--- src/core/chsp_pkg.sv ---
// Package for the card host strobe port: modes, timing counts and carriers.
// Assumes a single 25 MHz clock drives every module that imports it.
package chsp_pkg;
	// ==========================================================
	// Clock and strobe timing
	localparam int CLK_PERIOD_NS   = 40;
	localparam int SETUP_NS        = 70;
	localparam int STROBE_NS       = 165;
	localparam int HOLD_NS         = 30;
	localparam int SETUP_CYC       = (SETUP_NS + CLK_PERIOD_NS - 1) / CLK_PERIOD_NS;
	localparam int STROBE_CYC      = (STROBE_NS + CLK_PERIOD_NS - 1) / CLK_PERIOD_NS;
	localparam int HOLD_CYC        = (HOLD_NS + CLK_PERIOD_NS - 1) / CLK_PERIOD_NS;
	localparam int CNT_W           = 4;
	localparam int ADDR_W          = 11;
	localparam int DATA_W          = 16;
	localparam int FIFO_DEPTH      = 8;
	localparam int TASK_ADDR_W     = 3;
	localparam logic [7:0] BYTE_MASK = 8'hFF;

	// ==========================================================
	// Operating modes, the access kinds and the strobe sequencer states
	typedef enum logic [1:0] {
		CHSP_MODE_MEM = 2'h0,
		CHSP_MODE_IO  = 2'h1,
		CHSP_MODE_IDE = 2'h3
	} chsp_mode_type;

	typedef enum logic [1:0] {
		CHSP_ACC_DATA = 2'h0,
		CHSP_ACC_TASK = 2'h1,
		CHSP_ACC_CFG  = 2'h2
	} chsp_kind_type;

	typedef enum logic [1:0] {
		CHSP_ST_IDLE   = 2'h0,
		CHSP_ST_SETUP  = 2'h1,
		CHSP_ST_STROBE = 2'h3,
		CHSP_ST_HOLD   = 2'h2
	} chsp_state_type;

	// ==========================================================
	// Carriers
	typedef struct packed {
		logic                  write;
		chsp_kind_type         kind;
		logic [ADDR_W-1:0]     addr;
		logic [DATA_W-1:0]     wdata;
	} chsp_req_type;

	typedef struct packed {
		logic                  insert_detect_a_n;
		logic                  insert_detect_b_n;
		logic                  battery_status_two;
		logic                  audio_out_n;
	} chsp_stat_type;
endpackage

--- src/core/chsp_fifo.sv ---
// Synchronous request FIFO for the card host strobe port.
// Assumes one clock and an active-low asynchronous reset.
`timescale 1ns/1ps
module chsp_fifo
	import chsp_pkg::*;
#(
	parameter int WIDTH = 16,
	parameter int DEPTH = 8
) (
	// Clock and reset
	input  wire logic             mclk_i,
	input  wire logic             rstn_i,
	// Filling side
	input  wire logic             in_valid_i,
	output logic                  in_ready_o,
	input  wire logic [WIDTH-1:0] in_data_i,
	// Draining side
	output logic                  out_valid_o,
	input  wire logic             out_ready_i,
	output logic [WIDTH-1:0]      out_data_o
);
	localparam int PW = $clog2(DEPTH);

	// ==========================================================
	// Elaboration check: the pointers wrap by themselves only for powers of two.
	initial begin
		if (DEPTH < 2 || (DEPTH & (DEPTH - 1)) != 0 || WIDTH < 1) begin
			$error("chsp_fifo depth must be a power of two of at least two");
		end
	end

	logic [WIDTH-1:0] mem_r [DEPTH];
	logic [PW-1:0]    wr_ptr_r;
	logic [PW-1:0]    rd_ptr_r;
	logic [PW:0]      count_r;
	logic             push;
	logic             pop;

	// Full and empty come straight from the occupancy count.
	assign in_ready_o  = (count_r != (PW+1)'(DEPTH));
	assign out_valid_o = (count_r != '0);
	assign out_data_o  = mem_r[rd_ptr_r];
	assign push        = in_valid_i && in_ready_o;
	assign pop         = out_valid_o && out_ready_i;

	// Storage is written only; no reset needed on the data itself.
	always_ff @(posedge mclk_i) begin
		if (push) begin
			mem_r[wr_ptr_r] <= in_data_i;
		end
	end

	// Pointers and count.
	always_ff @(posedge mclk_i or negedge rstn_i) begin
		if (!rstn_i) begin
			wr_ptr_r <= '0;
			rd_ptr_r <= '0;
			count_r  <= '0;
		end else begin
			if (push) begin
				wr_ptr_r <= wr_ptr_r + 1'b1;
			end
			if (pop) begin
				rd_ptr_r <= rd_ptr_r + 1'b1;
			end
			if (push && !pop) begin
				count_r <= count_r + 1'b1;
			end else if (pop && !push) begin
				count_r <= count_r - 1'b1;
			end
		end
	end

	a_fifo_no_overflow: assert property (@(posedge mclk_i) disable iff (!rstn_i)
		count_r <= (PW+1)'(DEPTH))
		else $error("FIFO count exceeds depth");
endmodule

--- src/core/chsp_host.sv ---
// Host controller for a removable flash card's parallel strobe port.
// Assumes card pins are synchronous to mclk_i and that the bench resolves the
// two-way pins from their enables (enable low means this side drives).
`timescale 1ns/1ps

module chsp_host
	import chsp_pkg::*;
#(
	parameter int DEPTH = FIFO_DEPTH
) (
	// Clock and reset
	input  wire logic                mclk_i,
	input  wire logic                rstn_i,
	// Mode selection, held stable while out of reset
	input  wire chsp_mode_type       mode_i,
	// Request port
	input  wire logic                req_valid_i,
	output logic                     req_ready_o,
	input  wire chsp_req_type        req_i,
	// Read answer
	output logic                     rsp_valid_o,
	output logic [DATA_W-1:0]        rsp_data_o,
	// Card status as seen by the host
	output logic                     card_present_o,
	output chsp_stat_type            card_stat_o,
	output logic                     peer_active_o,
	input  wire logic                peer_assert_i,
	// Card pins: address, strobes and mode select
	output logic [ADDR_W-1:0]        addr_o,
	output logic                     output_enable_n_o,
	output logic                     mem_write_strobe_n_o,
	output logic                     io_read_strobe_n_o,
	output logic                     io_write_strobe_n_o,
	// Card pins: data bus
	input  wire logic [DATA_W-1:0]   data_i,
	output logic [DATA_W-1:0]        data_o,
	output logic                     data_oe_n_o,
	// Card pins: status lines
	input  wire logic                insert_detect_a_n_i,
	input  wire logic                insert_detect_b_n_i,
	input  wire logic                battery_status_two_i,
	input  wire logic                audio_out_n_i,
	input  wire logic                drive_active_present_n_i,
	output logic                     drive_active_present_n_o,
	output logic                     drive_active_present_oe_n_o
);
	localparam int RW = $bits(chsp_req_type);

	// ==========================================================
	// Elaboration check on parameters.
	initial begin
		if (SETUP_CYC < 1 || STROBE_CYC < 1 || HOLD_CYC < 1 ||
		    STROBE_CYC >= (1 << CNT_W)) begin
			$error("chsp_host strobe timing does not fit the counter");
		end
	end

	// Keeps a task-file value on the low lanes with the upper byte cleared.
	function automatic logic [DATA_W-1:0] low_lane(input logic [DATA_W-1:0] v);
		low_lane = {8'h00, v[7:0] & BYTE_MASK};
	endfunction

	// ==========================================================
	// Request buffer: the sequencer drains it, so back-pressure reaches the user.
	logic         q_valid;
	logic         q_ready;
	logic [RW-1:0] q_data;
	chsp_req_type cur;

	chsp_fifo #(
		.WIDTH (RW),
		.DEPTH (DEPTH)
	) u_fifo (
		.mclk_i      (mclk_i),
		.rstn_i      (rstn_i),
		.in_valid_i  (req_valid_i),
		.in_ready_o  (req_ready_o),
		.in_data_i   (req_i),
		.out_valid_o (q_valid),
		.out_ready_i (q_ready),
		.out_data_o  (q_data)
	);

	// ==========================================================
	// Mode latch: taken once, a cycle after reset release.
	chsp_mode_type mode_r;
	chsp_mode_type mode_eff;
	logic          mode_taken_r;

	always_ff @(posedge mclk_i or negedge rstn_i) begin
		if (!rstn_i) begin
			mode_r       <= CHSP_MODE_MEM;
			mode_taken_r <= 1'b0;
		end else if (!mode_taken_r) begin
			mode_r       <= mode_i;
			mode_taken_r <= 1'b1;
		end
	end

	// ==========================================================
	// Strobe sequencer.
	chsp_state_type state_r;
	logic [CNT_W-1:0] cnt_r;
	chsp_req_type     act_r;
	logic             io_path;
	logic             start;
	logic             phase_done;

	assign cur        = chsp_req_type'(q_data);
	assign start      = (state_r == CHSP_ST_IDLE) && q_valid && mode_taken_r;
	assign q_ready    = start;
	assign phase_done = (cnt_r == '0);

	// I/O strobes never used in memory mode
	// Write strobe only for configuration in I/O mode
	// IDE uses the I/O strobes as well
	assign io_path = (mode_r != CHSP_MODE_MEM) && (act_r.kind != CHSP_ACC_CFG);

	always_ff @(posedge mclk_i or negedge rstn_i) begin
		if (!rstn_i) begin
			state_r <= CHSP_ST_IDLE;
			cnt_r   <= '0;
			act_r   <= '0;
		end else begin
			case (state_r)
				CHSP_ST_IDLE: begin
					if (start) begin
						act_r   <= cur;
						cnt_r   <= CNT_W'(SETUP_CYC - 1);
						state_r <= CHSP_ST_SETUP;
					end
				end
				CHSP_ST_SETUP: begin
					if (phase_done) begin
						cnt_r   <= CNT_W'(STROBE_CYC - 1);
						state_r <= CHSP_ST_STROBE;
					end else begin
						cnt_r <= cnt_r - 1'b1;
					end
				end
				CHSP_ST_STROBE: begin
					if (phase_done) begin
						cnt_r   <= CNT_W'(HOLD_CYC - 1);
						state_r <= CHSP_ST_HOLD;
					end else begin
						cnt_r <= cnt_r - 1'b1;
					end
				end
				CHSP_ST_HOLD: begin
					if (phase_done) begin
						state_r <= CHSP_ST_IDLE;
					end else begin
						cnt_r <= cnt_r - 1'b1;
					end
				end
				default: begin
					state_r <= CHSP_ST_IDLE;
				end
			endcase
		end
	end

	// ==========================================================
	// Pin drive. I/O and write strobes are registered so they never glitch on the cable; output enable is combinational.
	logic strobing;
	logic busy;

	assign strobing = (state_r == CHSP_ST_STROBE);
	assign busy     = (state_r != CHSP_ST_IDLE);

	always_ff @(posedge mclk_i or negedge rstn_i) begin
		if (!rstn_i) begin
			addr_o               <= '0;
			data_o               <= '0;
			data_oe_n_o          <= 1'b1;
			io_read_strobe_n_o   <= 1'b1;
			io_write_strobe_n_o  <= 1'b1;
			mem_write_strobe_n_o <= 1'b1;
		end else begin
			// Only A2:A0 carry meaning in IDE mode
			if (mode_r == CHSP_MODE_IDE) begin
				addr_o <= {{(ADDR_W-TASK_ADDR_W){1'b0}}, act_r.addr[TASK_ADDR_W-1:0]};
			end else begin
				addr_o <= act_r.addr;
			end
			// Task-file writes on the low byte
			if (mode_r == CHSP_MODE_IDE && act_r.kind == CHSP_ACC_TASK) begin
				data_o <= low_lane(act_r.wdata);
			end else begin
				data_o <= act_r.wdata;
			end
			// Data driven from setup through hold, so it is stable at the rising edge.
			data_oe_n_o <= !(busy && act_r.write);
			// Read strobe low only during the strobe phase
			io_read_strobe_n_o <= !(strobing && !act_r.write && io_path);
			// Rising edge ends the write pulse before hold
			io_write_strobe_n_o <= !(strobing && act_r.write && io_path);
			// Write strobe held high in IDE mode
			mem_write_strobe_n_o <= !(strobing && act_r.write && !io_path &&
			                          mode_r != CHSP_MODE_IDE);
		end
	end

	// Output enable held low for IDE mode
	// Otherwise pulsed low for memory-space reads
	// Until the latch closes the mode input decides, so the card sees IDE during reset.
	assign mode_eff          = mode_taken_r ? mode_r : mode_i;
	assign output_enable_n_o = (mode_eff == CHSP_MODE_IDE) ? 1'b0 :
	                           !(io_read_strobe_n_o && mem_write_strobe_n_o &&
	                             strobing && !act_r.write && !io_path);

	// ==========================================================
	// Read capture at the end of the strobe phase.
	always_ff @(posedge mclk_i or negedge rstn_i) begin
		if (!rstn_i) begin
			rsp_valid_o <= 1'b0;
			rsp_data_o  <= '0;
		end else begin
			rsp_valid_o <= 1'b0;
			if (strobing && phase_done && !act_r.write) begin
				rsp_valid_o <= 1'b1;
				if (mode_r == CHSP_MODE_IDE && act_r.kind == CHSP_ACC_TASK) begin
					rsp_data_o <= low_lane(data_i);
				end else begin
					rsp_data_o <= data_i;
				end
			end
		end
	end

	// ==========================================================
	// Card status.
	always_ff @(posedge mclk_i or negedge rstn_i) begin
		if (!rstn_i) begin
			card_present_o <= 1'b0;
			card_stat_o    <= '0;
			peer_active_o  <= 1'b0;
		end else begin
			// Both detects low means fully seated
			card_present_o <= (mode_r == CHSP_MODE_IDE) ? 1'b1 :
			                  (!insert_detect_a_n_i && !insert_detect_b_n_i);
			card_stat_o <= '{insert_detect_a_n_i, insert_detect_b_n_i,
			                 battery_status_two_i, audio_out_n_i};
			// Sense the shared line in IDE mode
			peer_active_o <= (mode_r == CHSP_MODE_IDE) && !drive_active_present_n_i;
		end
	end

	// Host pulls the line low only in IDE mode; open drain style.
	assign drive_active_present_n_o    = 1'b0;
	assign drive_active_present_oe_n_o = !(mode_r == CHSP_MODE_IDE && peer_assert_i);

	// ==========================================================
	// Checks.
	a_no_io_in_mem: assert property (@(posedge mclk_i) disable iff (!rstn_i)
		mode_r == CHSP_MODE_MEM |-> io_read_strobe_n_o && io_write_strobe_n_o)
		else $error("I/O strobe pulsed in memory mode");
	a_ide_we_high: assert property (@(posedge mclk_i) disable iff (!rstn_i)
		mode_r == CHSP_MODE_IDE |-> mem_write_strobe_n_o)
		else $error("Write strobe low in IDE mode");
	a_ide_oe_low: assert property (@(posedge mclk_i) disable iff (!rstn_i)
		mode_r == CHSP_MODE_IDE |-> !output_enable_n_o)
		else $error("Output enable high in IDE mode");
	a_wr_data_held: assert property (@(posedge mclk_i) disable iff (!rstn_i)
		$rose(io_write_strobe_n_o) |-> !data_oe_n_o && $stable(data_o))
		else $error("Write data not held at strobe rising edge");
	a_rd_no_drive: assert property (@(posedge mclk_i) disable iff (!rstn_i)
		!io_read_strobe_n_o |-> data_oe_n_o)
		else $error("Host drives bus during read strobe");
	a_ide_addr_low: assert property (@(posedge mclk_i) disable iff (!rstn_i)
		mode_r == CHSP_MODE_IDE |=> addr_o[ADDR_W-1:TASK_ADDR_W] == '0)
		else $error("High address lines set in IDE mode");
	a_task_low_byte: assert property (@(posedge mclk_i) disable iff (!rstn_i)
		(mode_r == CHSP_MODE_IDE && act_r.kind == CHSP_ACC_TASK && !data_oe_n_o)
		|-> data_o[15:8] == 8'h00)
		else $error("Task-file write uses the upper byte");
	a_mode_stable: assert property (@(posedge mclk_i) disable iff (!rstn_i)
		mode_taken_r |=> $stable(mode_r))
		else $error("Mode changed after capture");
	a_present_seen: assert property (@(posedge mclk_i) disable iff (!rstn_i)
		(mode_r != CHSP_MODE_IDE && insert_detect_a_n_i) |=> !card_present_o)
		else $error("Card present with a detect line high");
	a_strobe_width: assert property (@(posedge mclk_i) disable iff (!rstn_i)
		$fell(io_read_strobe_n_o) |-> !io_read_strobe_n_o [*5] ##1 io_read_strobe_n_o)
		else $error("Read strobe width wrong");

	c_io_write: cover property (@(posedge mclk_i) $rose(io_write_strobe_n_o));
	c_io_read: cover property (@(posedge mclk_i) rsp_valid_o && mode_r == CHSP_MODE_IDE);
	c_mem_write: cover property (@(posedge mclk_i) $rose(mem_write_strobe_n_o));
	c_fifo_full: cover property (@(posedge mclk_i) req_valid_i && !req_ready_o);
endmodule

--- config.mk ---
export PLATFORM = sky130hd
export DESIGN_NAME = chsp_host
export DESIGN_NICKNAME = d
export VERILOG_FILES = /design/src/core/chsp_pkg.sv /design/src/core/chsp_fifo.sv /design/src/core/chsp_host.sv
export SDC_FILE = /design/constraint.sdc
export NUM_CORES = 1
export LEC_CHECK = 0
export ABC_AREA = 0
export ABC_CLOCK_PERIOD_IN_PS = 5200
export BUFFER_PORTS_ARGS = -buffer_cell sky130_fd_sc_hd__buf_2
export CORE_MARGIN = 10
export CORE_UTILIZATION = 59
export CTS_CLUSTER_SIZE = 25
export DETAILED_ROUTE_END_ITERATION = 16
export MAX_ROUTING_LAYER = met4
export PLACE_DENSITY = 0.89
export SETUP_SLACK_MARGIN = 0.15
export SYNTH_ARGS = -nofsm -noshare
export SYNTH_HDL_FRONTEND = slang
export SYNTH_HIERARCHICAL = 1
export SYNTH_SLANG_ARGS = --single-unit
--- constraint.sdc ---
create_clock -name mclk_i -period 5.2 [get_ports mclk_i]
set_input_delay 1.04 -clock mclk_i [delete_from_list [all_inputs] [get_ports mclk_i]]
set_output_delay 1.04 -clock mclk_i [all_outputs]
set_load 0.05 [all_outputs]
==> results of run 1 <==
## routing by layer
layer | global-route usage [%] | part of all wire [%]
met1 | 22.4 | 39
met2 | 31.1 | 52
met3 | 3.66 | 6.4
met4 | 5.95 | 2.0
met5 | - | 0
## per-stage QoR
step	util, %	power [W]
finish	67.7	0.00908
global route	67.7	0.00947
CTS	67.7	0.00915
detailed placement	63.1	0.00686
global placement	63.1	0.00674
floorplan	-	0.00617
## registers in the layout (all words and copies together), names as in the netlist, 4 cells and up
register and flops:
u_fifo/mem_r 240, rsp_data_o 16, data_o 16, u_fifo/count_r 4
cnt_r 4, addr_o 11, card_stat_o 4, act_r 30
## cell type report
cell class | count | area, sq um
fill | 1339 | 7270
inverter | 8 | 42.5
sequential | 343 | 9790
clock buffer | 56 | 971
tap | 285 | 357
timing repair buffer | 122 | 636
multi-input combinational | 265 | 3370
clock inverter | 6 | 51.3
antenna | 3 | 7.51
## worst max-delay path: cells and delay by family (launching register included)
| kind | cells | cell delay [ps] |
|---|---|---|
| buf+inv | 1 | 150 |
| fa+ha+maj | 2 | 680 |
| flops | 1 | 460 |
| compound gates | 2 | 210 |
| simple gates | 4 | 1540 |
## synth_stat cells (2+ instances only)
cell type	instances	area, sq um
buf_4	2	15.0
mux4_2	12	270
edfxtp_1	240	7210
nand2b_1	2	12.5
dfrtp_1	99	2480
inv_1	5	18.8
nand3_1	7	35.0
nand4_1	2	12.5
xnor2_1	7	61.3
clkbuf_1	14	52.6
or2_1	2	12.5
dfstp_2	4	105
inv_2	2	7.51
conb_1	2	7.51
ha_1	6	75.1
nor2_1	7	26.3
mux2_4	35	526
buf_8	2	30.0
a21oi_1	5	25.0
buf_6	10	113
mux2_1	2	22.5
nand2_1	20	75.1
nor4_1	2	12.5
o211ai_1	2	15.0
mux2_2	36	405
mux4_1	48	1260
nor3_1	5	25.0
nand3b_1	2	15.0
o21ai_1	23	115
buf_2	3	15.0
and2_1	16	100
## cells by family (layout without fill, tap and decap cells)
logic type	Yosys count	count (layout)	synth area share, %
DFF	343	343	73.2
muxes	134	134	18.6
and+or+nand+nor	78	78	3.33
buffers and inverters	39	192	2.00
AOI/OAI and AO/OA	36	36	1.58
xor gates and xnor gates	8	8	0.524
adders and majority gates	7	7	0.711
other	2	5	0.0561
## final timing paths
path / end / slack (ps) / cells after the start
setup / recovery: u_fifo/count_r[3] / 2030 / 9
min in group asynchronous: act_r[23] / 690 / 1
max in group asynchronous: cnt_r[0] / 3570 / 2
hold / removal: addr_o[1] / 390 / 0
hold reg to reg: addr_o[1] / 390 / 0
setup reg to reg: u_fifo/count_r[3] / 2030 / 9
## power breakdown
part           internal, W  total [W]  switching (W)
clock              0.00129    0.00225       0.000961
sequential         0.00359    0.00401       0.000422
combinational      0.00119    0.00282        0.00163
total              0.00607    0.00908        0.00301
==> run_results.csv, run 1 <==
group,metric,value,unit
pwr,power.density,596,nW/um^2
min_path,hp-start,"act_r[17]",
synth,synth_edf_count,240,
synth,synthDistinctLibCells,54,
place,place_ws,2150,ps
sta,max_slew_margin,24.1,%
route,dr.pass1.iters,5,
sta,slew_violations,0,
synth,ys_ff_latch,343,
synth,ys_seq_area_share,73.2,%
sta,finalSetupViolCount,0,
clock_tree,htreeDepth,2,
synth,avgSynthCellArea,20.7,sq um
global_route,grt_usage,18.5,%
die,die_area,29100,sq um
sta,final_hold_viol_count,0,
setup_path,cp_max_fo,6,
clock_tree,clock_latency,520,ps
setup_path,regToRegStartpoint,"u_fifo/count_r[0]",
sta,worstMarginPinSlew,1140,ps
setup_path,critPathSlowestCell,"or4_4",
global_route,grt_max_degree,78,
synth,synth_area,13400,sq um
global_route,grt_pass1_vias,6829,
sta,fin_ws,2030,ps
die,fp.dieH,171,microns
setup_path,required,5580,ps
clock_tree,post_cts_buffers,0,
setup_path,worstSetupPathType,"flop to flop",
route,drc,0,
synth,syn-instance-count,647,
sta,fin_crit_sh,60.9,%
place,routabilityCongestion,0.779,
final_layout,syn2layout_area_growth,13.8,%
pwr,power_leakage,5.73,nW
setup_path,crit_path_start_kind,"flop",
clock_tree,cts_buffers,34,
min_path,hold_class,"flop to flop",
die,ios,115,
global_route,grt_overflow,0,
outcome,outcome,"complete, no violations",
clock_tree,hold_buffers,0,
clock_tree,cts.path.max_buffers,3,
setup_path,slowest_delay,580,ps
route,wire_per_inst,23.9,microns
sta,tns,0,ps
clock_tree,cts_tree,"done",
pwr,peakVddDrop,0.415,mV
global_route,antenna_found_initial,3,
place,place_area,14200,sq um
die,row_count,55,
place,hpwl,14.5,mm
sta,max_freq,0.316,GHz
setup_path,cp-startpoint,"u_fifo/count_r[0]",
final_layout,finalInstanceArea,15200,sq um
final_layout,layout_commonest_cell,"edfxtp_1",
final_layout,final_cells,1088,
setup_path,crit_arrival,3540,ps
final_layout,mostFrequentLayoutCells,"edfxtp_1, buf_2, dfrtp_1",
route,routed_via_density,5.95,
synth,async_flop_share,30.0,%
clock_tree,cts_root_buf,"clkbuf_16",
global_route,grt_pass1_wl,39.7,mm
flow_run,cap_violations,0,
route,drt-initial-drc-count,530,
sta,min_period,3170,ps
place,port-buffer-count,113,
sta,rsz0062_at_grt,"no",
route,detail-route-antenna-nets,0,
route,vias,6473,
final_layout,drive_gt1_share,34.0,%
route,wl,26.0,mm
die,core,22500,sq um
die,die_w,171,microns
clock_tree,clk_pin_slew,60,ps
synth,yosysWarningCount,6,
clock_tree,cts_sinks,343,
setup_path,crit_path_cell_trace,"or4_4 -> and4bb_2 -> nand2_1 -> ha_1 -> inv_1 -> ha_1 -> or4_1 -> o211ai_1 -> o211ai_1",
sta,whs,388,ps
final_layout,nets,838,
setup_path,cp-end-kind,"flop",
die,start_util,59.5,%
sta,fin_worst_skew,18.5,ps
synth,ys.flop_type,"edfxtp_1",
place,post-place-cells,1023,
clock_tree,cts.repair.resized,0,
synth,syn-num-nets,711,
No activity file was read; power rests on OpenSTA's default activity.
==> run 2: changes to the inputs <==
--- a/config.mk
+++ b/config.mk
@@ -6,14 +6,14 @@
 export NUM_CORES = 1
 export LEC_CHECK = 0
 export ABC_AREA = 0
-export ABC_CLOCK_PERIOD_IN_PS = 5200
+export ABC_CLOCK_PERIOD_IN_PS = 2700
 export BUFFER_PORTS_ARGS = -buffer_cell sky130_fd_sc_hd__buf_2
 export CORE_MARGIN = 10
-export CORE_UTILIZATION = 59
+export CORE_UTILIZATION = 53
 export CTS_CLUSTER_SIZE = 25
 export DETAILED_ROUTE_END_ITERATION = 16
 export MAX_ROUTING_LAYER = met4
-export PLACE_DENSITY = 0.89
+export PLACE_DENSITY = 0.85
 export SETUP_SLACK_MARGIN = 0.15
 export SYNTH_ARGS = -nofsm -noshare
 export SYNTH_HDL_FRONTEND = slang
==> constraint.sdc (replaced) <==
create_clock -name mclk_i -period 2.7 [get_ports mclk_i]
set_input_delay 0.54 -clock mclk_i [delete_from_list [all_inputs] [get_ports mclk_i]]
set_output_delay 0.54 -clock mclk_i [all_outputs]
set_load 0.05 [all_outputs]
==> run_results.csv, run 2 (synthesized netlist as in run 1, its figures left out) <==
group,metric,value,unit
place,port-buffer-count,113,
die,row_count,58,
setup_path,required,2160,ps
route,drt-initial-drc-count,570,
clock_tree,cts_root_buf,"clkbuf_16",
global_route,grt_overflow,0,
final_layout,utilization,62.8,%
final_layout,syn2layout_area_growth,17.6,%
clock_tree,cts_sinks,343,
min_path,hold_class,"input pin to asynchronous set/reset pin",
place,place_ws,22.5,ps
sta,rsz0062_at_grt,"yes",
die,fp.dieH,179,microns
die,core,25000,sq um
final_layout,finalInstanceArea,15700,sq um
final_layout,drive_gt1_share,38.3,%
die,die_area,32000,sq um
die,ios,115,
sta,max_slew_margin,50.7,%
final_layout,multiInputGateArea,3450,sq um
global_route,use_met2,25.9,%
global_route,use_met3,3.33,%
place,hpwl,15.5,mm
pwr,peakVddDrop,0.808,mV
global_route,grt_util_met1,21.2,%
place,place_area,14500,sq um
place,routabilityCongestion,0.765,
clock_tree,cts_tree,"done",
route,detail-route-antenna-nets,0,
sta,max_freq,0.396,GHz
final_layout,top_register,"u_fifo/mem_r",
setup_path,regToRegStartpoint,"u_fifo/count_r[2]",
setup_path,ff2ff_setup_slack,210,ps
setup_path,reg2regPathDepth,9,
final_layout,layout_commonest_cell,"edfxtp_1",
sta,fin_worst_skew,17.8,ps
clock_tree,htreeDepth,2,
route,dr.pass1.iters,4,
final_layout,top_regs,"u_fifo/mem_r (240), act_r (30)",
sta,slew_violations,0,
final_layout,nets,867,
pwr,power_leakage,5.95,nW
die,start_util,53.4,%
global_route,grt_usage,16.4,%
route,wl,25.4,mm
setup_path,crit_arrival,1980,ps
sta,fin_crit_sh,93.5,%
final_layout,mostFrequentLayoutCells,"edfxtp_1, buf_2, dfrtp_1",
global_route,grt_max_degree,63,
setup_path,crit_path_start_kind,"flop",
flow_run,cap_violations,0,
setup_path,reg2reg_to,"u_fifo/count_r[3]",
route,vias,6442,
global_route,grt_pass1_wl,39.0,mm
sta,fin_ws,176,ps
global_route,grt_busiest_layer,"met2",
clock_tree,clk_pin_slew,60,ps
clock_tree,cts.path.max_buffers,3,
sta,finalSetupViolCount,0,
setup_path,cp_max_fo,3,
route,wire_per_inst,21.9,microns
pwr,power,0.0181,W
final_layout,n_fill_cell,1613,
route,routed_via_density,5.55,
global_route,antenna_found_initial,2,
outcome,outcome,"complete, no violations",
sta,min_period,2520,ps
die,die_w,179,microns
global_route,grt_pass1_vias,6831,
clock_tree,cts_buffers,34,
final_layout,regArea,9800,sq um
sta,final_hold_viol_count,0,
setup_path,cp-end-kind,"primary output",
sta,worstMarginPinSlew,734,ps
pwr,power.density,1150,nW/um^2
clock_tree,clock_latency,520,ps
clock_tree,hold_buffers,0,
setup_path,worstSetupPathType,"flop to primary output",
final_layout,largest_register_ffs,240,
route,drc,0,
run 2: layout make-up:
cell class	count	share of cell area, %
timing repair buffer	151	5.92
clock buffer	38	5.64
tap	330	2.62
clock inverter	23	1.33
inverter	8	0.286
multi-input combinational	265	21.9
sequential	343	62.3
antenna	2	0.0318
run 2: report_power, final:
group | internal, W | leakage (nW) | switching [W]
Sequential | 0.00691 | 3.42 | 0.000602
Combinational | 0.00259 | 1.99 | 0.00340
Clock | 0.00267 | 0.534 | 0.00190
Total | 0.0122 | 5.95 | 0.00589
run 2: timing repair:
action,CTS,global route
pin swaps,3,8
hold endpoints to repair,0,0
buffers inserted,5,6
cloned,0,0
resized for setup,3,2
endpoints found under the setup margin,2,2
run 2: worst max path at each step:
stage	start	end	slack, ps
6_report	u_fifo/count_r[2]	req_ready_o	180
5_1_grt	u_fifo/count_r[2]	req_ready_o	140
4_1_cts	u_fifo/count_r[2]	u_fifo/count_r[3]	140
3_5_place_dp	u_fifo/count_r[3]	u_fifo/count_r[3]	20
3_3_place_gp	u_fifo/count_r[3]	u_fifo/count_r[3]	70
2_1_floorplan	u_fifo/count_r[0]	u_fifo/mem_r[7][0]	-110
run 2: critical path, stage by stage (launching register included):
cell and delay (ps):
dfrtp_2 410, buf_4 150, or4b_4 550, buf_4 160, buf_4 190
run 2: routing by layer:
layer	vias up	routed length [microns]
met5	-	0
met1	3268	10500
met3	37	2110
met2	226	12300
li1	2911	-
met4	0	446
run 2: through the flow:
| step | instances | hold WS, ps | setup TNS (ps) |
|---|---|---|---|
| 3_5_place_dp | 1086 | 354 | 0 |
| 4_1_cts | 1152 | 25.7 | 0 |
| 3_3_place_gp | 1086 | 361 | 0 |
| 2_1_floorplan | 647 | 244 | -9850 |
| 6_report | 1160 | 21.9 | 0 |
| 5_1_grt | 1160 | 60.1 | 0 |
==> run 3: changes to the inputs <==
--- a/config.mk
+++ b/config.mk
@@ -6,14 +6,14 @@
 export NUM_CORES = 1
 export LEC_CHECK = 0
 export ABC_AREA = 0
-export ABC_CLOCK_PERIOD_IN_PS = 2700
-export BUFFER_PORTS_ARGS = -buffer_cell sky130_fd_sc_hd__buf_2
+export ABC_CLOCK_PERIOD_IN_PS = 3200
+export BUFFER_PORTS_ARGS = -buffer_cell sky130_fd_sc_hd__buf_4
 export CORE_MARGIN = 10
-export CORE_UTILIZATION = 53
+export CORE_UTILIZATION = 60
 export CTS_CLUSTER_SIZE = 25
 export DETAILED_ROUTE_END_ITERATION = 16
 export MAX_ROUTING_LAYER = met4
-export PLACE_DENSITY = 0.85
+export PLACE_DENSITY = 0.9
 export SETUP_SLACK_MARGIN = 0.15
 export SYNTH_ARGS = -nofsm -noshare
 export SYNTH_HDL_FRONTEND = slang
==> constraint.sdc (replaced) <==
create_clock -name mclk_i -period 3.2 [get_ports mclk_i]
set_input_delay 0.64 -clock mclk_i [delete_from_list [all_inputs] [get_ports mclk_i]]
set_output_delay 0.64 -clock mclk_i [all_outputs]
set_load 0.05 [all_outputs]
==> run_results.csv, run 3 (synthesized netlist as in run 1, its figures left out) <==
group,metric,value,unit
outcome,outcome,"complete, no violations",
global_route,grt_overflow,0,
clock_tree,hold_buffers,0,
pwr,power.density,985,nW/um^2
global_route,grt_usage,20.2,%
route,drt-initial-drc-count,650,
clock_tree,cts_sinks,343,
setup_path,crit_path_start_kind,"flop",
clock_tree,cts.path.max_buffers,3,
route,drc,0,
setup_path,worstSetupPathType,"flop to flop",
final_layout,nets,848,
route,dr.pass1.iters,5,
sta,fin_crit_sh,92.0,%
final_layout,top_regs,"u_fifo/mem_r (240), act_r (30)",
place,routabilityCongestion,0.891,
pwr,power_leakage,5.94,nW
sta,max_slew_margin,25.5,%
route,detail-route-antenna-nets,0,
clock_tree,clk_pin_slew,60,ps
setup_path,required,3580,ps
global_route,grt_pass1_wl,43.2,mm
setup_path,crit_arrival,3330,ps
place,place_ws,290,ps
clock_tree,cts_tree,"done",
sta,max_freq,0.340,GHz
die,fp.dieH,169,microns
final_layout,mostFrequentLayoutCells,"edfxtp_1, buf_4, dfrtp_1",
final_layout,utilization,72.0,%
final_layout,largest_register_ffs,240,
global_route,antenna_found_initial,2,
clock_tree,clock_latency,520,ps
final_layout,regArea,9800,sq um
setup_path,cp_max_fo,7,
global_route,grt_pass1_vias,7125,
sta,rsz0062_at_grt,"no",
setup_path,cp-end-kind,"flop",
die,core,21900,sq um
route,wire_per_inst,26.0,microns
place,port-buffer-count,113,
route,routed_via_density,6.17,
pwr,peakVddDrop,0.700,mV
sta,whs,187,ps
sta,slew_violations,0,
clock_tree,cts_buffers,35,
final_layout,syn2layout_area_growth,17.9,%
global_route,grt_max_degree,53,
place,hpwl,16.4,mm
die,row_count,54,
final_layout,drive_gt1_share,36.0,%
die,start_util,61.1,%
sta,min_period,2940,ps
route,wl,28.5,mm
sta,worstMarginPinSlew,1110,ps
die,die_w,169,microns
final_layout,n_fill_cell,1190,
die,die_area,28700,sq um
final_layout,layout_commonest_cell,"edfxtp_1",
sta,final_hold_viol_count,0,
clock_tree,cts_root_buf,"clkbuf_16",
clock_tree,htreeDepth,2,
final_layout,multiInputGateArea,3410,sq um
min_path,hold_class,"input pin to asynchronous set/reset pin",
route,vias,6748,
sta,finalSetupViolCount,0,
sta,fin_ws,258,ps
flow_run,cap_violations,0,
final_layout,top_register,"u_fifo/mem_r",
die,ios,115,
sta,fin_worst_skew,20.4,ps
-- run 3: final cells by class --
cell class                 count  share of cell area [%]
antenna                        2                  0.0317
clock buffer                  51                    6.35
clock inverter                13                   0.825
inverter                       8                   0.270
multi-input combinational    265                    21.6
sequential                   343                    62.1
tap                          280                    2.22
timing repair buffer         131                    6.55
-- run 3: per-layer routing --
layer / GRT usage (%) / vias to the layer above / share of wire [%]
met4: 5.22 / 0 / 1.7
met5: - / - / 0
met3: 5.05 / 47 / 8.6
li1: - / 2869 / -
met2: 32.0 / 357 / 49
met1: 25.8 / 3475 / 41
-- run 3: path summary, 6_finish.rpt --
path / from / to / slack (ps) / depth (start not counted)
max in group asynchronous: rstn_i / io_read_strobe_n_o / 2230 / 2
min in group mclk_i: insert_detect_b_n_i / card_stat_o[2] / 240 / 1
setup / recovery: u_fifo/count_r[0] / u_fifo/count_r[3] / 260 / 9
hold / removal: rstn_i / rsp_data_o[12] / 190 / 1
setup reg to reg: u_fifo/count_r[0] / u_fifo/count_r[3] / 260 / 9
hold reg to reg: act_r[2] / data_o[2] / 370 / 0
-- run 3: stage by stage --
step	setup TNS [ps]	total power, W	std cells	cell area [sq um]
after global routing	0	0.0162	1093	15800
after global placement	0	0.0112	1027	14600
after CTS	0	0.0156	1091	15800
final	0	0.0155	1093	15800
after detailed placement	0	0.0115	1027	14600
after floorplan	-35640	0.0100	647	13400
-- run 3: what timing repair did --
item,CTS,global route
setup endpoints to repair,0,1
setup buffers,0,0
gates resized for setup,0,2
-- run 3: critical path: stages, from the launching register on --
cell	delay, ps
dfrtp_2	460
or4b_1	620
nand2_2	260
inv_1	120
ha_4	190
inv_1	170
ha_4	250
or4_1	510
o211ai_1	110
o211ai_1	110
-- run 3: power by group --
| group | internal [W] | leakage (nW) | switching, W |
|---|---|---|---|
| Clock | 0.00235 | 0.554 | 0.00164 |
| Combinational | 0.00223 | 1.97 | 0.00282 |
| Sequential | 0.00584 | 3.42 | 0.000666 |
| Total | 0.0104 | 5.94 | 0.00513 |
